$ cat src/include/bec_pkg.sv
package bec_pkg;

  // ----------------------------------------
  // Register port geometry
  // ----------------------------------------
  localparam int unsigned ADDR_W        = 8;
  localparam int unsigned DATA_W        = 8;
  localparam int unsigned BIT_CNT_W     = 32;
  localparam int unsigned ERR_CNT_W     = 24;
  localparam int unsigned INJ_CNT_W     = 10;
  localparam int unsigned RATE_W        = 4;

  // ----------------------------------------
  // Register offsets
  // ----------------------------------------
  localparam logic [7:0] OFS_BIT_CNT0   = 8'he3;
  localparam logic [7:0] OFS_BIT_CNT1   = 8'he4;
  localparam logic [7:0] OFS_BIT_CNT2   = 8'he5;
  localparam logic [7:0] OFS_BIT_CNT3   = 8'he6;
  localparam logic [7:0] OFS_ERR_CNT0   = 8'he7;
  localparam logic [7:0] OFS_ERR_CNT1   = 8'he8;
  localparam logic [7:0] OFS_ERR_CNT2   = 8'he9;
  localparam logic [7:0] OFS_PATH_CTL   = 8'hea;
  localparam logic [7:0] OFS_RATE_CTL   = 8'heb;
  localparam logic [7:0] OFS_INJ_LOW    = 8'hec;
  localparam logic [7:0] OFS_INJ_HIGH   = 8'hed;
  localparam logic [7:0] OFS_LEFT_LOW   = 8'hee;
  localparam logic [7:0] OFS_LEFT_HIGH  = 8'hef;
  localparam logic [7:0] OFS_LOOP_CTL   = 8'hf0;
  localparam logic [7:0] OFS_CNT_CTL    = 8'hf1;

  // ----------------------------------------
  // Field positions and masks
  // ----------------------------------------
  localparam int unsigned BIT_ENABLE    = 0;
  localparam int unsigned BIT_DIR       = 1;
  localparam int unsigned BIT_TX_UNFR   = 3;
  localparam int unsigned BIT_ALIGN     = 4;
  localparam int unsigned BIT_RX_UNFR   = 6;
  localparam int unsigned BIT_CONST     = 4;
  localparam int unsigned BIT_LOAD      = 7;
  localparam int unsigned BIT_LOOPBACK  = 0;
  localparam int unsigned BIT_LATCH     = 0;
  localparam logic [7:0] PATH_MASK      = 8'h5b;
  localparam logic [7:0] RATE_MASK      = 8'h9f;
  localparam logic [7:0] INJ_HIGH_MASK  = 8'h03;
  localparam logic [7:0] LOOP_MASK      = 8'h01;
  localparam logic [7:0] CNT_CTL_MASK   = 8'h01;
  localparam logic [7:0] RESET_BYTE     = 8'h00;

  // ----------------------------------------
  // Pattern and insertion rate
  // ----------------------------------------
  localparam int unsigned LFSR_W        = 15;
  localparam int unsigned LFSR_TAP_A    = 14;
  localparam int unsigned LFSR_TAP_B    = 13;
  localparam logic [14:0] LFSR_SEED     = 15'h7fff;
  localparam int unsigned RATE_SHIFT    = 3;
  localparam int unsigned RATE_CNT_W    = 18;
  localparam logic [3:0] RATE_OFF       = 4'h0;

endpackage : bec_pkg

$ cat src/design/bec_bert_core.sv
`timescale 1ns/1ps
// Functional notes
// - Received-bit count is 32 bits over four bytes, least significant byte lowest.
// - Error count is 24 bits over three bytes, least significant byte lowest.
// - Receive unframed select 1 feeds frame-bit data to checker; 0 withholds it.
// - Transmit unframed select 1 drives pattern into frame bit; 0 leaves it.
// - Rising align control byte-aligns generated pattern to transmit byte boundaries.
// - Direction 0 sends toward line transmitter and checks line receiver data.
// - Direction 1 sends on system receive output, checks system transmit input.
// - In line direction pattern may loop back through framer loopback.
// - Tester works only while enabled; disable stops generation and checking.
// - Rising load bit moves programmed count into insertion logic two cycles later.
// - Constant mode with nonzero rate ignores count and inserts continuously.
// - Constant bit 0 inserts only the programmed number of errors.
// - Rate 0 inserts none; 1..15 give one per 16 up to 262,144 bits.
// - Programmed count is 10 bits: low byte plus bits 1:0 of high.
// - Remaining-errors 10-bit value readable by host at any time.
// - Rising latch control copies running counts out and clears internal counters.
module bec_bert_core #(
  parameter int unsigned BIT_CNT_W = bec_pkg::BIT_CNT_W,
  parameter int unsigned ERR_CNT_W = bec_pkg::ERR_CNT_W,
  parameter int unsigned INJ_CNT_W = bec_pkg::INJ_CNT_W
) (
  input  wire logic                        ref_clk_i,
  input  wire logic                        reset_i,
  input  wire logic [bec_pkg::ADDR_W-1:0]  reg_addr_i,
  input  wire logic [bec_pkg::DATA_W-1:0]  reg_wr_data_i,
  input  wire logic                        reg_wr_i,
  input  wire logic                        reg_rd_i,
  output logic      [bec_pkg::DATA_W-1:0]  reg_rd_data_o,
  input  wire logic                        tx_bit_strobe_i,
  input  wire logic                        tx_frame_bit_i,
  input  wire logic                        tx_byte_start_i,
  input  wire logic                        rx_bit_strobe_i,
  input  wire logic                        rx_frame_bit_i,
  input  wire logic                        line_rx_pos_i,
  input  wire logic                        sys_tx_serial_in_i,
  output logic                             line_tx_pos_o,
  output logic                             line_tx_drive_o,
  output logic                             sys_rx_serial_out_o,
  output logic                             sys_rx_drive_o,
  output logic                             framer_loopback_o
);

  // ----------------------------------------
  // Helpers
  // ----------------------------------------
  function automatic logic [7:0] bec_byte_of(input logic [31:0] value,
                                             input int unsigned idx);
    bec_byte_of = value[idx*8 +: 8];
  endfunction : bec_byte_of

  function automatic logic [bec_pkg::RATE_CNT_W-1:0] bec_period_last(
    input logic [bec_pkg::RATE_W-1:0] rate);
    logic [bec_pkg::RATE_CNT_W:0] one_hot;
    one_hot = '0;
    // Index needs five bits: rate 15 plus the shift would wrap in four
    one_hot[5'(rate) + 5'(bec_pkg::RATE_SHIFT)] = 1'b1;
    bec_period_last = bec_pkg::RATE_CNT_W'(one_hot - 1'b1);
  endfunction : bec_period_last

  function automatic logic bec_lfsr_fb(input logic [bec_pkg::LFSR_W-1:0] s);
    bec_lfsr_fb = s[bec_pkg::LFSR_TAP_A] ^ s[bec_pkg::LFSR_TAP_B];
  endfunction : bec_lfsr_fb

  // ----------------------------------------
  // Registers
  // ----------------------------------------
  logic [7:0]                      path_ctl_ff;
  logic [7:0]                      rate_ctl_ff;
  logic [7:0]                      inj_low_ff;
  logic [7:0]                      inj_high_ff;
  logic [7:0]                      loop_ctl_ff;
  logic [7:0]                      cnt_ctl_ff;
  logic                            load_prev_ff;
  logic                            load_pulse_ff;
  logic                            align_prev_ff;
  logic                            latch_prev_ff;
  logic                            align_pend_ff;
  logic [bec_pkg::LFSR_W-1:0]      gen_lfsr_ff;
  logic [bec_pkg::LFSR_W-1:0]      chk_lfsr_ff;
  logic [bec_pkg::RATE_CNT_W-1:0]  rate_cnt_ff;
  logic [INJ_CNT_W-1:0]            left_ff;
  logic [BIT_CNT_W-1:0]            bit_cnt_ff;
  logic [ERR_CNT_W-1:0]            err_cnt_ff;
  logic [BIT_CNT_W-1:0]            bit_hold_ff;
  logic [ERR_CNT_W-1:0]            err_hold_ff;
  logic [bec_pkg::DATA_W-1:0]      rd_data_ff;
  logic                            line_tx_ff;
  logic                            line_drive_ff;
  logic                            sys_tx_ff;
  logic                            sys_drive_ff;
  logic                            loopback_ff;
  logic [bec_pkg::DATA_W-1:0]      nxt_rd_data;

  // ----------------------------------------
  // Decoded controls
  // ----------------------------------------
  logic                            enable;
  logic                            dir_sys;
  logic [bec_pkg::RATE_W-1:0]      rate;
  logic                            constant_mode;
  logic                            gen_step;
  logic                            rate_hit;
  logic                            insert;
  logic                            gen_bit;
  logic                            check_step;
  logic                            rx_bit;
  logic                            rx_error;
  logic                            latch_rise;

  assign enable        = path_ctl_ff[bec_pkg::BIT_ENABLE];
  assign dir_sys       = path_ctl_ff[bec_pkg::BIT_DIR];
  assign rate          = rate_ctl_ff[bec_pkg::RATE_W-1:0];
  // Continuous only with a real rate; rate zero overrides everything
  assign constant_mode = rate_ctl_ff[bec_pkg::BIT_CONST] && (rate != bec_pkg::RATE_OFF);
  // Generator advances only on bits it sources; paused while awaiting alignment
  assign gen_step      = enable && tx_bit_strobe_i && !align_pend_ff
                         && (!tx_frame_bit_i || path_ctl_ff[bec_pkg::BIT_TX_UNFR]);
  assign rate_hit      = (rate != bec_pkg::RATE_OFF)
                         && (rate_cnt_ff == bec_period_last(rate));
  assign insert        = gen_step && rate_hit
                         && (constant_mode || (left_ff != '0));
  assign gen_bit       = bec_lfsr_fb(gen_lfsr_ff) ^ insert;
  assign rx_bit        = dir_sys ? sys_tx_serial_in_i : line_rx_pos_i;
  assign check_step    = enable && rx_bit_strobe_i
                         && (!rx_frame_bit_i || path_ctl_ff[bec_pkg::BIT_RX_UNFR]);
  assign rx_error      = check_step && (rx_bit != bec_lfsr_fb(chk_lfsr_ff));
  assign latch_rise    = cnt_ctl_ff[bec_pkg::BIT_LATCH] && !latch_prev_ff;

  // ----------------------------------------
  // Register writes
  // ----------------------------------------
  always_ff @(posedge ref_clk_i or posedge reset_i)
  begin
    if (reset_i)
    begin
      path_ctl_ff <= bec_pkg::RESET_BYTE;
      rate_ctl_ff <= bec_pkg::RESET_BYTE;
      inj_low_ff  <= bec_pkg::RESET_BYTE;
      inj_high_ff <= bec_pkg::RESET_BYTE;
      loop_ctl_ff <= bec_pkg::RESET_BYTE;
      cnt_ctl_ff  <= bec_pkg::RESET_BYTE;
    end
    else if (reg_wr_i)
    begin
      if (reg_addr_i == bec_pkg::OFS_PATH_CTL)
      begin
        path_ctl_ff <= reg_wr_data_i & bec_pkg::PATH_MASK;
      end
      else if (reg_addr_i == bec_pkg::OFS_RATE_CTL)
      begin
        rate_ctl_ff <= reg_wr_data_i & bec_pkg::RATE_MASK;
      end
      else if (reg_addr_i == bec_pkg::OFS_INJ_LOW)
      begin
        inj_low_ff <= reg_wr_data_i;
      end
      else if (reg_addr_i == bec_pkg::OFS_INJ_HIGH)
      begin
        inj_high_ff <= reg_wr_data_i & bec_pkg::INJ_HIGH_MASK;
      end
      else if (reg_addr_i == bec_pkg::OFS_LOOP_CTL)
      begin
        loop_ctl_ff <= reg_wr_data_i & bec_pkg::LOOP_MASK;
      end
      else if (reg_addr_i == bec_pkg::OFS_CNT_CTL)
      begin
        cnt_ctl_ff <= reg_wr_data_i & bec_pkg::CNT_CTL_MASK;
      end
    end
  end

  // ----------------------------------------
  // Edge detection of control bits
  // ----------------------------------------
  // Level bits: host must return to 0 before another edge counts
  always_ff @(posedge ref_clk_i or posedge reset_i)
  begin
    if (reset_i)
    begin
      load_prev_ff  <= 1'b0;
      load_pulse_ff <= 1'b0;
      align_prev_ff <= 1'b0;
      latch_prev_ff <= 1'b0;
    end
    else
    begin
      load_prev_ff  <= rate_ctl_ff[bec_pkg::BIT_LOAD];
      load_pulse_ff <= rate_ctl_ff[bec_pkg::BIT_LOAD] && !load_prev_ff;
      align_prev_ff <= path_ctl_ff[bec_pkg::BIT_ALIGN];
      latch_prev_ff <= cnt_ctl_ff[bec_pkg::BIT_LATCH];
    end
  end

  // ----------------------------------------
  // Byte alignment
  // ----------------------------------------
  // Holds the generator until the next formatter byte boundary
  always_ff @(posedge ref_clk_i or posedge reset_i)
  begin
    if (reset_i)
    begin
      align_pend_ff <= 1'b0;
    end
    else if (path_ctl_ff[bec_pkg::BIT_ALIGN] && !align_prev_ff)
    begin
      align_pend_ff <= 1'b1;
    end
    else if (tx_byte_start_i)
    begin
      align_pend_ff <= 1'b0;
    end
  end

  // ----------------------------------------
  // Pattern generator
  // ----------------------------------------
  always_ff @(posedge ref_clk_i or posedge reset_i)
  begin
    if (reset_i)
    begin
      gen_lfsr_ff <= bec_pkg::LFSR_SEED;
    end
    else if (gen_step)
    begin
      // Inserted errors flip the output only, so the pattern stays intact
      gen_lfsr_ff <= {gen_lfsr_ff[bec_pkg::LFSR_W-2:0], bec_lfsr_fb(gen_lfsr_ff)};
    end
  end

  // ----------------------------------------
  // Error insertion rate and remaining count
  // ----------------------------------------
  always_ff @(posedge ref_clk_i or posedge reset_i)
  begin
    if (reset_i)
    begin
      rate_cnt_ff <= '0;
    end
    else if (rate == bec_pkg::RATE_OFF)
    begin
      rate_cnt_ff <= '0;
    end
    else if (gen_step)
    begin
      rate_cnt_ff <= rate_hit ? '0 : rate_cnt_ff + 1'b1;
    end
  end

  always_ff @(posedge ref_clk_i or posedge reset_i)
  begin
    if (reset_i)
    begin
      left_ff <= '0;
    end
    else if (load_pulse_ff)
    begin
      left_ff <= INJ_CNT_W'({inj_high_ff[1:0], inj_low_ff});
    end
    else if (insert && !constant_mode)
    begin
      left_ff <= left_ff - 1'b1;
    end
  end

  // ----------------------------------------
  // Transmit path steering
  // ----------------------------------------
  // Drive flags update per bit time so the framer owns skipped frame bits
  always_ff @(posedge ref_clk_i or posedge reset_i)
  begin
    if (reset_i)
    begin
      line_tx_ff    <= 1'b0;
      line_drive_ff <= 1'b0;
      sys_tx_ff     <= 1'b0;
      sys_drive_ff  <= 1'b0;
    end
    else if (!enable)
    begin
      line_drive_ff <= 1'b0;
      sys_drive_ff  <= 1'b0;
    end
    else if (tx_bit_strobe_i)
    begin
      line_drive_ff <= gen_step && !dir_sys;
      sys_drive_ff  <= gen_step && dir_sys;
      if (gen_step && !dir_sys)
      begin
        line_tx_ff <= gen_bit;
      end
      if (gen_step && dir_sys)
      begin
        sys_tx_ff <= gen_bit;
      end
    end
    else
    begin
      // Direction change releases the old side at once, not at the next strobe
      line_drive_ff <= line_drive_ff && !dir_sys;
      sys_drive_ff  <= sys_drive_ff && dir_sys;
    end
  end

  always_ff @(posedge ref_clk_i or posedge reset_i)
  begin
    if (reset_i)
    begin
      loopback_ff <= 1'b0;
    end
    else
    begin
      loopback_ff <= loop_ctl_ff[bec_pkg::BIT_LOOPBACK] && enable && !dir_sys;
    end
  end

  // ----------------------------------------
  // Pattern checker
  // ----------------------------------------
  // Self-synchronising: received bits seed the local predictor
  always_ff @(posedge ref_clk_i or posedge reset_i)
  begin
    if (reset_i)
    begin
      chk_lfsr_ff <= bec_pkg::LFSR_SEED;
    end
    else if (check_step)
    begin
      chk_lfsr_ff <= {chk_lfsr_ff[bec_pkg::LFSR_W-2:0], rx_bit};
    end
  end

  // ----------------------------------------
  // Bit and error counters
  // ----------------------------------------
  // A bit arriving with the latch edge starts the new period, not lost
  always_ff @(posedge ref_clk_i or posedge reset_i)
  begin
    if (reset_i)
    begin
      bit_cnt_ff  <= '0;
      err_cnt_ff  <= '0;
      bit_hold_ff <= '0;
      err_hold_ff <= '0;
    end
    else if (latch_rise)
    begin
      bit_hold_ff <= bit_cnt_ff;
      err_hold_ff <= err_cnt_ff;
      bit_cnt_ff  <= BIT_CNT_W'(check_step);
      err_cnt_ff  <= ERR_CNT_W'(rx_error);
    end
    else
    begin
      if (check_step)
      begin
        bit_cnt_ff <= bit_cnt_ff + 1'b1;
      end
      if (rx_error)
      begin
        err_cnt_ff <= err_cnt_ff + 1'b1;
      end
    end
  end

  // ----------------------------------------
  // Register reads
  // ----------------------------------------
  always_comb
  begin
    nxt_rd_data = bec_pkg::RESET_BYTE;
    if (reg_addr_i == bec_pkg::OFS_BIT_CNT0)
    begin
      nxt_rd_data = bec_byte_of(32'(bit_hold_ff), 0);
    end
    else if (reg_addr_i == bec_pkg::OFS_BIT_CNT1)
    begin
      nxt_rd_data = bec_byte_of(32'(bit_hold_ff), 1);
    end
    else if (reg_addr_i == bec_pkg::OFS_BIT_CNT2)
    begin
      nxt_rd_data = bec_byte_of(32'(bit_hold_ff), 2);
    end
    else if (reg_addr_i == bec_pkg::OFS_BIT_CNT3)
    begin
      nxt_rd_data = bec_byte_of(32'(bit_hold_ff), 3);
    end
    else if (reg_addr_i == bec_pkg::OFS_ERR_CNT0)
    begin
      nxt_rd_data = bec_byte_of(32'(err_hold_ff), 0);
    end
    else if (reg_addr_i == bec_pkg::OFS_ERR_CNT1)
    begin
      nxt_rd_data = bec_byte_of(32'(err_hold_ff), 1);
    end
    else if (reg_addr_i == bec_pkg::OFS_ERR_CNT2)
    begin
      nxt_rd_data = bec_byte_of(32'(err_hold_ff), 2);
    end
    else if (reg_addr_i == bec_pkg::OFS_PATH_CTL)
    begin
      nxt_rd_data = path_ctl_ff;
    end
    else if (reg_addr_i == bec_pkg::OFS_RATE_CTL)
    begin
      nxt_rd_data = rate_ctl_ff;
    end
    else if (reg_addr_i == bec_pkg::OFS_INJ_LOW)
    begin
      nxt_rd_data = inj_low_ff;
    end
    else if (reg_addr_i == bec_pkg::OFS_INJ_HIGH)
    begin
      nxt_rd_data = inj_high_ff;
    end
    else if (reg_addr_i == bec_pkg::OFS_LEFT_LOW)
    begin
      nxt_rd_data = bec_byte_of(32'(left_ff), 0);
    end
    else if (reg_addr_i == bec_pkg::OFS_LEFT_HIGH)
    begin
      nxt_rd_data = bec_byte_of(32'(left_ff), 1);
    end
    else if (reg_addr_i == bec_pkg::OFS_LOOP_CTL)
    begin
      nxt_rd_data = loop_ctl_ff;
    end
    else if (reg_addr_i == bec_pkg::OFS_CNT_CTL)
    begin
      nxt_rd_data = cnt_ctl_ff;
    end
  end

  // Data stands one cycle only, zero otherwise
  always_ff @(posedge ref_clk_i or posedge reset_i)
  begin
    if (reset_i)
    begin
      rd_data_ff <= bec_pkg::RESET_BYTE;
    end
    else
    begin
      rd_data_ff <= reg_rd_i ? nxt_rd_data : bec_pkg::RESET_BYTE;
    end
  end

  // ----------------------------------------
  // Outputs
  // ----------------------------------------
  assign reg_rd_data_o       = rd_data_ff;
  assign line_tx_pos_o       = line_tx_ff;
  assign line_tx_drive_o     = line_drive_ff;
  assign sys_rx_serial_out_o = sys_tx_ff;
  assign sys_rx_drive_o      = sys_drive_ff;
  assign framer_loopback_o   = loopback_ff;

endmodule : bec_bert_core

$ cat config.mk
export PLATFORM = sky130hd
export DESIGN_NAME = bec_bert_core
export DESIGN_NICKNAME = d
export VERILOG_FILES = /design/src/include/bec_pkg.sv /design/src/design/bec_bert_core.sv
export SDC_FILE = /design/constraint.sdc
export NUM_CORES = 1
export LEC_CHECK = 0
export BUFFER_PORTS_ARGS = -buffer_cell sky130_fd_sc_hd__buf_2
export CAP_MARGIN = 20
export CORE_MARGIN = 2
export CORE_UTILIZATION = 60
export CTS_CLUSTER_SIZE = 16
export DETAILED_ROUTE_END_ITERATION = 12
export PLACE_DENSITY_LB_ADDON = 0.1
export SLEW_MARGIN = 20
export SYNTH_ARGS = -nofsm -noshare
export SYNTH_HDL_FRONTEND = slang
export SYNTH_SLANG_ARGS = --single-unit
$ cat constraint.sdc
create_clock -name ref_clk_i -period 12.2 [get_ports ref_clk_i]
set_input_delay 0 -clock ref_clk_i [delete_from_list [all_inputs] [get_ports ref_clk_i]]
set_output_delay 0 -clock ref_clk_i [all_outputs]
set_load 0.05 [all_outputs]
# --- Yosys cells after proc, flatten, opt, wreduce, memory -nomap -nowiden ---
# Index checks and enable logic that the tools add are counted.
# Widths: inputs -> output; s select.
word_totals:
  regBits: 211
  inputBits: 27
  output_inout_bits: 13
op_classes:
  add_sub_neg: 6
  order_cmp: 2
  n_eq_ne: 17
  muxes: 34
  bitwise: 8
  n_reduce_logical: 48
ops:
  columns: ["operator", "n"]
  rows:
  - ["$eq 8x8->1 const B", 15]
  - ["$mux 8", 13]
  - ["$mux 32", 2]
  - ["$mux 18", 3]
  - ["$mux 24", 2]
  - ["$add 32x1->32 const B", 1]
  - ["$add 24x1->24 const B", 1]
  - ["$logic_and 1x1->1", 21]
  - ["$mux 10", 2]
  - ["$add 18x1->18 const B", 1]
  - ["$eq 18x18->1", 1]
  - ["$sub 18x1->18 const B", 1]
  - ["$mux 1", 10]
  - ["$reduce_bool 10->1", 1]
  - ["$reduce_bool 2->1", 5]
  - ["$sub 10x1->10 const B", 1]
  - ["$reduce_and 3->1", 3]
  - ["$logic_not 1->1", 8]
  - ["$reduce_and 7->1", 1]
  - ["$lt 5x6->1 const B", 1]
  - ["$reduce_and 6->1", 1]
  - ["$add 4x2->5 const B", 1]
  - ["$demux 1 s5", 1]
  - ["$ge 5x1->1 const B", 1]
  - ["other kinds (10)", 18]

# --- Longest topological paths before layout ---
# Gate-level depths: netlist (run 1).
logic_depth:
  word_depth: 17
  depth_mapped: 11

# --- Least setup slack after synthesis (run 1) ---
# No wires, ideal clock.
synth_timing:
  path_type: "register -> register"
  startpoint: "reg rate_ctl_ff[0]"
  endpoint: "reg rate_cnt_ff[9] (netlist bit)"
  setup_time_ps: 140
  arrival_ps: 2207
  path_slack_ps: 9854
  path_stages_with_launch: 12
  n_path_buf: 4
  cell_sequence: "dfrtp_1 > buf_6 > buf_6 > nor3_4 > nor3_1 > a2111o_1 > nor4_2 > nand4b_1 > buf_2 > buf_2 > nand4_1 > o311ai_1"
synth_via:
  elab_chain_cells: 11
synth_lines:
  columns: ["element", "line_no", "text"]
  rows:
  - ["start, declared", "bec_bert_core.sv:70", "logic [7:0] rate_ctl_ff;"]
  - ["start signal, assigned", "bec_bert_core.sv:139", "rate_ctl_ff <= bec_pkg::RESET_BYTE;"]
  - ["start signal, assigned", "bec_bert_core.sv:153", "rate_ctl_ff <= reg_wr_data_i & bec_pkg::RATE_MASK;"]
  - ["$add 4x2->5", "bec_bert_core.sv:58", "one_hot[5'(rate) + 5'(bec_pkg::RATE_SHIFT)] = 1'b1;"]
  - ["$lt 5x6->1 (not written as such) / $ge 5x1->1 (equally long branches)", "bec_bert_core.sv:58", null]
  - ["$logic_and 1x1->1 (not written as such)", "bec_bert_core.sv:58", null]
  - ["$mux 1 (not written as such)", "bec_bert_core.sv:58", null]
  - ["$demux 1 s5", "bec_bert_core.sv:58", null]
  - ["$sub 18x1->18", "bec_bert_core.sv:59", "bec_period_last = bec_pkg::RATE_CNT_W'(one_hot - 1'b1);"]
  - ["$eq 18x18->1", "bec_bert_core.sv:121", "&& (rate_cnt_ff == bec_period_last(rate));"]
  - ["$logic_and 1x1->1", "bec_bert_core.sv:121", null]
  - ["$mux 18", "bec_bert_core.sv:247", "rate_cnt_ff <= rate_hit ? '0 : rate_cnt_ff + 1'b1;"]
  - ["$mux 18", "bec_bert_core.sv:245", "else if (gen_step)"]
  - ["$mux 18", "bec_bert_core.sv:241", "else if (rate == bec_pkg::RATE_OFF)"]
  - ["end signal, assigned", "bec_bert_core.sv:247", null]
  - ["end, declared", "bec_bert_core.sv:82", "logic [bec_pkg::RATE_CNT_W-1:0] rate_cnt_ff;"]
# Several ways; a longest one is shown, not always the timed one. The select of a mux whose other input is x is not followed.
# A chain may end at the register's enable or synchronous reset.

# --- Final worst setup path (run 1) ---
layout_timing:
  startpoint: "reg rate_ctl_ff[2]"
  endpoint: "reg rate_cnt_ff[5] (netlist bit)"
# Same word-level chain as after synthesis.

==> results.md, run 1 <==
- Final period utilization: 31.6%
- Starting Density: 60.7%
- HP Start: rx_frame_bit_i
- CTS H-Tree Depth: 1
- Crit-path slowest cell: dfrtp_1
- Slowest cell delay on critical path: 0.97 ns
- Area growth syn-to-layout: 10.7%
- First-pass GRT wire length: 42.9 mm
- Layout cells sized above 1: 12.3%
- Clk slew on worst S/H paths: 0.06 ns
- CTS Buf Count: 23
- Status: finished, final reports clean
- Peak VDD IR: 0.121 mV
- Crit path from: rate_ctl_ff[2]
- # port buffers: 39
- Dpl hpwl: 17.1 mm
- Clock Path Buffers: 3
- GRT Overall Usage: 27.2%
- Pin count of the biggest net entering global routing: 136
- Yosys reg bits: 211
- Grt ovf: 0
- Sequential share of the synthesized area: 49.1%
- Hold Path Stages: 5
- Area contributors post-synth: dfrtp_1 42%, nand2_1 12%, dfstp_2 7.3%
- Die area: 0.0191 mm²
- Initial DRC count: 592
- Commonest non-fill, non-tap cell in the layout: nand2_1
- Netlist cell types: 73
- Vias in the first global route: 8329
- Final ANT Viol Nets: 0
- Number of synthesized flops with an enable pin: 0
- Min-Delay Path Class: in -> reg
- Fmax: 259 MHz
- Post-Syn Area: 0.0108 mm²
- Final Hold Viols: 0
- Worst Skew: 0.0184 ns
- Clock Sinks: 211
- Antenna Cells: 0
- Worst Tran Pin Value: 0.952 ns
- RePlAce Congestion: 0.905
- Crit path time final: 3.86 ns
- 1st-pass router iterations: 5
- Gr busiest metal: met2
- R2R cell count: 7
- Non-Filler Instances: 1485
- Yosys top cell area share: 41.8%
- Met1 GRT Util: 37.8%
- Most common cell on crit path: o21ai_0
- CP Max Fanout: 30
- Routed len/inst: 17.4 µm
- Relative slew slack: 36.5%
- Critical path type: reg -> reg
- Worst R2R Start: rate_ctl_ff[2]
- Top FF cell, synth: dfrtp_1
- R2R Setup Slk: 8.34 ns
- Hold path endpoint: chk_lfsr_ff[8]
- Leakage: 5.59 nW
- Most frequent cells in the layout: 340 x nand2_1, 181 x dfrtp_1, 107 x nor2_1, 58 x nand3_1, 41 x xor2_1
- GR Util met3: 3.46%
- CP required: 12.56 ns
- Unrepaired setup endpoints after global routing: false
- Die width: 138 µm
- I/O pin cnt: 40
- Drt drc: 0
- CP top delay family: simple AND/OR/NAND/NOR gates
- DRT Wirelength: 25.9 mm
- Placed cells: 1428
- Std cell rows: 49
- Syn avg cell area: 8.90 µm²
- CTS tree: built
- Register area: 0.00532 mm²
- Clock latency on the worst-skew pair: 0.51 ns
- CP Buf/Inv Count: 0
- Vert. Die Dim: 138 µm
- Vias per cell: 5.90
- Met2 Usage GRT: 45.3%
- Initial antenna violation count: 0
- Final setup violation count: 0
- Cell count after synthesis: 1218
- CP cell instances: o21ai_0 -> o21ai_0 -> or4b_1 -> nor4_2 -> nand4b_1 -> nand2_1 -> o211ai_1
- Critical Path Source Type: flip-flop
- Core area: 0.0178 mm²
- CTS root buffer: clkbuf_16
- Max-Cap Viols: 0
- Yosys top cell by area: dfrtp_1
- Max-slew violations: 0
- Vias post-DR: 8767
- Filler cell count: 1448
- Pwr Density: 129 mW/mm²
- Async set-reset flop share out of synthesis: 100%
- Footprint of the multi-input gates: 0.00517 mm²
- Nets: 1271
- CP Capture Type: flip-flop
- Ys Warns: 0
- Reg-to-reg endpoint: rate_cnt_ff[5]
- Setup TNS: 0 ns
- WP data arrival: 4.22 ns
## state kept, by name (all words and copies together), names as in the netlist, 2 cells and up
| name | cells |
|---|---|
| bit_cnt_ff | 32 |
| bit_hold_ff | 32 |
| chk_lfsr_ff | 15 |
| err_cnt_ff | 24 |
| err_hold_ff | 24 |
| gen_lfsr_ff | 15 |
| inj_high_ff | 2 |
| inj_low_ff | 8 |
| left_ff | 10 |
| path_ctl_ff | 5 |
| rate_cnt_ff | 18 |
| rate_ctl_ff | 6 |
| reg_rd_data_o | 8 |
## cells by family after synthesis
| group | Yosys count | synth area share, % |
|---|---|---|
| XOR/XNOR | 65 | 5.25 |
| flip-flops | 211 | 49.1 |
| other | 1 | 0.0346 |
| adder cells (fa/ha/maj) | 5 | 0.577 |
| AND/OR/NAND/NOR | 653 | 27.7 |
| AO/OA/AOI/OAI | 152 | 9.42 |
| buffers and inverters | 86 | 3.37 |
| multiplexers | 45 | 4.58 |
## through the flow
step                total power (W)  util [%]  instance area (µm²)  hold slack, ns  setup slack (ns)
floorplan                  0.000843         -                10800           0.100              6.48
global placement           0.000877      62.2                11100           0.188              8.46
detailed placement         0.000879      62.2                11100           0.188              8.37
CTS                         0.00156      67.2                12000         0.00377              8.39
global route                0.00161      67.2                12000          0.0323              7.98
finish                      0.00155      67.2                12000          0.0178              8.34
## tightest hold or removal path, stage by stage
cell and delay (ns):
buf_2 0.12, a21oi_2 0.05, buf_4 0.21, nand2_1 0.09
nand2_1 0.04
## synthesized netlist by cell type (5+ instances only)
master / count
nand4_1: 13
xor2_1: 41
a22oi_1: 10
clkbuf_1: 45
o21ai_0: 37
a211oi_1: 5
a221oi_1: 7
a32oi_1: 5
inv_1: 20
or3_1: 5
dfrtp_1: 181
nor3_1: 23
o211ai_1: 6
nor4_1: 9
mux2i_1: 17
buf_2: 10
ha_1: 5
xnor2_1: 24
nor2_1: 107
and4_1: 8
and3_1: 16
o22ai_1: 5
nand3_1: 58
dfstp_2: 30
nand2_1: 340
mux2_2: 27
nand2b_1: 14
nor2b_1: 16
a31oi_1: 11
nand3b_1: 8
buf_1: 7
a21oi_1: 26
## worst max path at each step
stage	cells after the start	to	slack, ns
finish	7	rate_cnt_ff[5]	8.34
global route	7	rate_cnt_ff[5]	7.98
CTS	7	rate_cnt_ff[5]	8.39
detailed placement	7	rate_cnt_ff[5]	8.37
global placement	7	rate_cnt_ff[11]	8.46
floorplan	1	align_pend_ff	6.48
## per-layer routing
| metal | vias up | routed length, µm |
|---|---|---|
| met5 | - | 0 |
| met4 | 0 | 622 |
| met3 | 51 | 1080 |
| met2 | 210 | 12700 |
| met1 | 4282 | 11500 |
| li1 | 4224 | - |
## report_power, final
group / leakage, nW / total [W] / switching [W] / internal, W
clock: 0.357 / 0.000676 / 0.000283 / 0.000393
sequential: 2.77 / 0.000753 / 0.0000279 / 0.000725
combinational: 2.47 / 0.000119 / 0.0000759 / 0.0000432
total: 5.59 / 0.00155 / 0.000386 / 0.00116
## timing repair
action,4_1_cts,5_1_grt
buffers inserted,0,0
resized for setup,0,0
hold endpoints to repair,154,0
hold buffers,15,0
## layout make-up
type	instances	share of cell area (%)
Clock buffer	36	5.80
Clock inverter	6	0.355
Inverter	20	0.689
Multi-Input combinational cell	922	43.1
Sequential cell	211	44.3
Tap cell	229	2.39
Timing Repair Buffer	61	3.32
No activity file was read; power rests on OpenSTA's default activity.
==> run 2: changes to the inputs <==
Clock period 12.2 ns to 3.75 ns, I/O delays scaled along.
==> run 2 against run 1 <==
Non-clock buffer count rose by 13; count of clock-buffer cells in the layout down 7; highest routed layer unchanged; critical path type unchanged; first-iteration DRC count rose by 31%.
==> results.md, run 2 (synthesis results as in run 1) <==
- Fmax: 327 MHz
- Regs by FF count: bit_cnt_ff (32), bit_hold_ff (32)
- Die area: 0.0191 mm²
- Metal-1 WL: 11.7 mm
- Area growth syn-to-layout: 13.1%
- Starting Density: 60.7%
- RePlAce Congestion: 0.900
- GRT Overall Usage: 27.9%
- CP Max Fanout: 18
- Sequential share of power: 44.6%
- CTS Buf Count: 23
- Reg-to-reg endpoint: rate_cnt_ff[12]
- P_sw: 0.00128 W
- CP Capture Type: flip-flop
- Met3 WL post-DR: 1.31 mm
- WP data arrival: 3.44 ns
- # port buffers: 39
- Top Layer Used: met4
- CTS H-Tree Depth: 1
- Met2 wire length: 12.6 mm
- Most frequent cells in the layout: 340 x nand2_1, 181 x dfrtp_1, 107 x nor2_1, 58 x nand3_1, 41 x xor2_1
- CP required: 4.13 ns
- Dpl hpwl: 17.4 mm
- Unrepaired setup endpoints after global routing: false
- Post CTS Setup Buffer Count: 0
- Leakage: 5.73 nW
- Clock power share: 48.1%
- Clock Path Buffers: 3
- Final Hold Viols: 0
- DRT Wirelength: 26.2 mm
- Antenna Cells: 0
- Peak VDD IR: 0.418 mV
- Min-Delay Path Class: in -> reg
- Clock latency on the worst-skew pair: 0.52 ns
- R2R cell count: 8
- Combinational fraction of design power: 7.3%
- Clock Sinks: 211
- CTS tree: built
- P_int: 0.00419 W
- Initial antenna violation count: 0
- Max-slew violations: 0
- Cell area after placement: 0.0112 mm²
- Core area: 0.0178 mm²
- Total design power: 0.00548 W
- Std cell rows: 49
- R2R Setup Slk: 0.69 ns
- Nets: 1284
- Pwr Density: 447 mW/mm²
- HP Start: rx_frame_bit_i
- Layout cells sized above 1: 13.6%
- Pin count of the biggest net entering global routing: 140
- Worst R2R Start: rate_ctl_ff[0]
- Vert. Die Dim: 138 µm
- Critical path type: reg -> reg
- Routed len/inst: 17.5 µm
- Hold Path Stages: 5
- Vias per cell: 5.91
- Die width: 138 µm
- Critical Path Source Type: flip-flop
- Hold path endpoint: bit_cnt_ff[3]
- Setup TNS: 0 ns
- Crit path time final: 3.06 ns
- I/O pin cnt: 40
- 1st-pass router iterations: 6
- Final period utilization: 81.6%
- Final setup violation count: 0
- Relative slew slack: 33.0%
- Grt ovf: 0
- CTS root buffer: clkbuf_16
- Status: finished, final reports clean
- Vias post-DR: 8852
- Sw Share: 23.4%
- Final WS setup: 0.691 ns
- Max-Cap Viols: 0
- First-pass GRT wire length: 44.0 mm
- Worst Skew: 0.0146 ns
- Post-Place Setup Slack: 0.750 ns
- Vias in the first global route: 8427
- Initial DRC count: 778
- Clk slew on worst S/H paths: 0.06 ns
- Final Cell Area: 0.0123 mm²
- Drt drc: 0
- Final ANT Viol Nets: 0
- Commonest non-fill, non-tap cell in the layout: nand2_1
- Worst Tran Pin Value: 0.995 ns
[run 2: changes by cell type in the layout (fill, tap and decap cells not counted), sizes merged]
cell | before | now
clkinvlp | 2 | 3
clkbuf | 36 | 29
bufinv | 0 | 7
clkinv | 3 | 2
buf | 46 | 59
[run 2: how the worst max path moves through the flow]
stage,start,end,slack [ns],depth (start not counted)
3_5_place_dp,rate_ctl_ff[0],rate_cnt_ff[6],0.75,8
3_3_place_gp,rate_ctl_ff[0],rate_cnt_ff[6],0.81,8
4_1_cts,rate_ctl_ff[0],rate_cnt_ff[12],0.73,8
6_report,rate_ctl_ff[0],rate_cnt_ff[12],0.69,8
2_1_floorplan,reset_i,align_pend_ff,1.03,1
5_1_grt,rate_ctl_ff[0],rate_cnt_ff[6],0.47,8
[run 2: layer usage]
layer  vias up  GRT usage (%)
li1       4228              -
met1      4324           40.4
met2       253           45.2
met3        47           3.22
met4         0           7.47
met5         -              0
[run 2: repair_timing]
action	CTS	global route
resized for setup	0	0
hold buffers	15	0
endpoints found under the hold margin	56	0
[run 2: stage by stage]
stage | hold WS, ns | instances | util (%)
after detailed placement | 0.0792 | 1441 | 62.8
after floorplan | 0.100 | 1219 | -
after global placement | 0.0698 | 1441 | 62.8
after global routing | 0.0321 | 1498 | 68.7
after CTS | 0.00784 | 1498 | 68.7
final | 0.0163 | 1498 | 68.7
[run 2: cell type report]
type                       instances  area [µm²]
timing repair buffer              74         508
clock inverter                    13         253
fill                            1436        5590
tap                              229         287
inverter                          20        78.8
clock buffer                      29         638
sequential                       211        5320
multi-input combinational        922        5170
[run 2: power by group through the flow]
stage | registers [W] | clock network, W | logic [W]
2_1_floorplan | 0.00244 | 0 | 0.000299
3_3_place_gp | 0.00248 | 0 | 0.000376
3_5_place_dp | 0.00248 | 0 | 0.000384
4_1_cts | 0.00244 | 0.00267 | 0.000400
5_1_grt | 0.00245 | 0.00276 | 0.000452
6_report | 0.00244 | 0.00264 | 0.000398
[run 2: critical path: stages, from the launching register on]
cell      delay (ns)
dfrtp_1         0.72
or4_1           0.30
o21ai_1         0.12
or4b_1          0.55
nor4_2          0.26
nand4b_1        0.38
buf_4           0.32
a31oi_1         0.18
o21ai_0         0.09
==> run 3: changes to the inputs <==
Clock period 3.75 ns to 2.9 ns, I/O delays scaled along.
==> run 3 against run 2 <==
Cell count is 1.3% higher; sequential power rose by 30%; die area unchanged; clock power grew 16%; largest cell class unchanged; largest power group is now sequential cells; highest routed layer unchanged.
==> results.md, run 3 (synthesis results as in run 1) <==
- Routed len/inst: 17.8 µm
- Drt drc: 0
- Starting Density: 60.7%
- Pin count of the biggest net entering global routing: 112
- WP data arrival: 3.02 ns
- Initial DRC count: 775
- Crit path time final: 2.62 ns
- Layout cells sized above 1: 14.7%
- Die width: 138 µm
- Nets: 1304
- 1st-pass router iterations: 6
- Post CTS Setup Buffer Count: 0
- CP Max Fanout: 19
- Fmax: 381 MHz
- Peak VDD IR: 0.596 mV
- CTS Buf Count: 23
- First-pass GRT wire length: 44.7 mm
- Combinational fraction of design power: 8.0%
- P_int: 0.00514 W
- Metal-1 WL: 12.0 mm
- Status: finished, final reports clean
- GRT Overall Usage: 28.4%
- Fin util: 69.2%
- Clock Path Buffers: 3
- Top Layer Used: met4
- Critical Path Source Type: flip-flop
- Initial antenna violation count: 0
- Clk slew on worst S/H paths: 0.06 ns
- Clock Sinks: 211
- Std cell rows: 49
- Final period utilization: 90.4%
- Vias post-DR: 8813
- Core area: 0.0178 mm²
- Setup TNS: 0 ns
- Antenna Cells: 0
- Final WS setup: 0.278 ns
- Sw Share: 24.1%
- Final setup violation count: 0
- Post-Place Setup Slack: 0.201 ns
- Total design power: 0.00677 W
- Max-slew violations: 0
- Filler cell count: 1391
- Final ANT Viol Nets: 0
- # port buffers: 39
- P_sw: 0.00163 W
- Clock latency on the worst-skew pair: 0.52 ns
- Regs by FF count: bit_cnt_ff (32), bit_hold_ff (32)
- Die area: 0.0191 mm²
- Most frequent cells in the layout: 340 x nand2_1, 178 x dfrtp_1, 107 x nor2_1, 58 x nand3_1, 41 x xor2_1
- Met3 WL post-DR: 1.38 mm
- CP required: 3.30 ns
- Final Hold Viols: 0
- Min-Delay Path Class: in -> reg
- Leakage: 5.79 nW
- CTS tree: built
- Worst Skew: 0.0119 ns
- Met2 wire length: 12.7 mm
- Unrepaired setup endpoints after global routing: false
- Grt ovf: 0
- Area growth syn-to-layout: 13.9%
- Max-Cap Viols: 0
- DRT Wirelength: 27.0 mm
- RePlAce Congestion: 0.936
- Dpl hpwl: 18.3 mm
- Sequential share of power: 46.6%
- Vias per cell: 5.81
- CP Capture Type: flip-flop
- Critical path type: reg -> reg
- Vias in the first global route: 8582
- I/O pin cnt: 40
- Clock power share: 45.4%
- Commonest non-fill, non-tap cell in the layout: nand2_1
- Vert. Die Dim: 138 µm
- Hold_ws: 0.0444 ns
- Pwr Density: 549 mW/mm²
- Worst Tran Pin Value: 0.854 ns
- CTS H-Tree Depth: 1
- CTS root buffer: clkbuf_16
- Relative slew slack: 42.6%
## run 3: worst max-delay path, stage by stage (launching register included)
cell and delay, ns:
dfrtp_2 0.52, buf_4 0.23, or3b_2 0.44, a21oi_1 0.16
a211o_1 0.18, nor2b_1 0.22, nand4b_1 0.19, buf_4 0.27
a31oi_1 0.19, mux2i_1 0.09
## run 3: layer usage
metal  up-vias  global-route usage (%)
met4         0                    10.2
met2       259                    45.4
met3        57                    4.26
li1       4265                       -
met1      4232                    40.0
met5         -                       0
## run 3: worst paths after layout
check                                startpoint             end  slack (ns)  cells past startpoint
worst max-delay path             rate_ctl_ff[2]  rate_cnt_ff[6]        0.28                      9
worst min-delay path            rx_bit_strobe_i   bit_cnt_ff[3]        0.04                      6
min in group asynchronous               reset_i  rate_cnt_ff[7]        0.16                      3
worst max register to register   rate_ctl_ff[2]  rate_cnt_ff[6]        0.28                      9
worst min register to register     load_prev_ff   load_pulse_ff        0.39                      1
max in group asynchronous               reset_i  bit_hold_ff[5]        1.80                      4
## run 3: metrics by stage
stage,instances,area [µm²]
global placement,1459,11400
floorplan,1219,10800
CTS,1518,12300
finish,1518,12300
global route,1518,12300
detailed placement,1459,11400
## run 3: area by class of cell
cell class / instances / area (µm²) / share of cell area [%]
clock buffer: 36 / 684 / 5.55
clock inverter: 6 / 113 / 0.913
sequential: 211 / 5320 / 43.1
timing repair buffer: 94 / 688 / 5.58
tap: 229 / 287 / 2.32
multi-input combinational: 922 / 5170 / 41.9
inverter: 20 / 78.8 / 0.639
## run 3: what timing repair did
action,CTS,global route
hold buffers,17,0
resized for setup,0,3
hold endpoints to repair,68,0
endpoints found under the setup margin,0,6
## run 3: power groups by stage
| stage | sequential [W] | clock (W) | combinational [W] |
|---|---|---|---|
| after floorplan | 0.00316 | 0 | 0.000386 |
| after global placement | 0.00320 | 0 | 0.000510 |
| after detailed placement | 0.00320 | 0 | 0.000522 |
| after CTS | 0.00315 | 0.00312 | 0.000543 |
| after global routing | 0.00317 | 0.00324 | 0.000613 |
| final | 0.00316 | 0.00307 | 0.000544 |
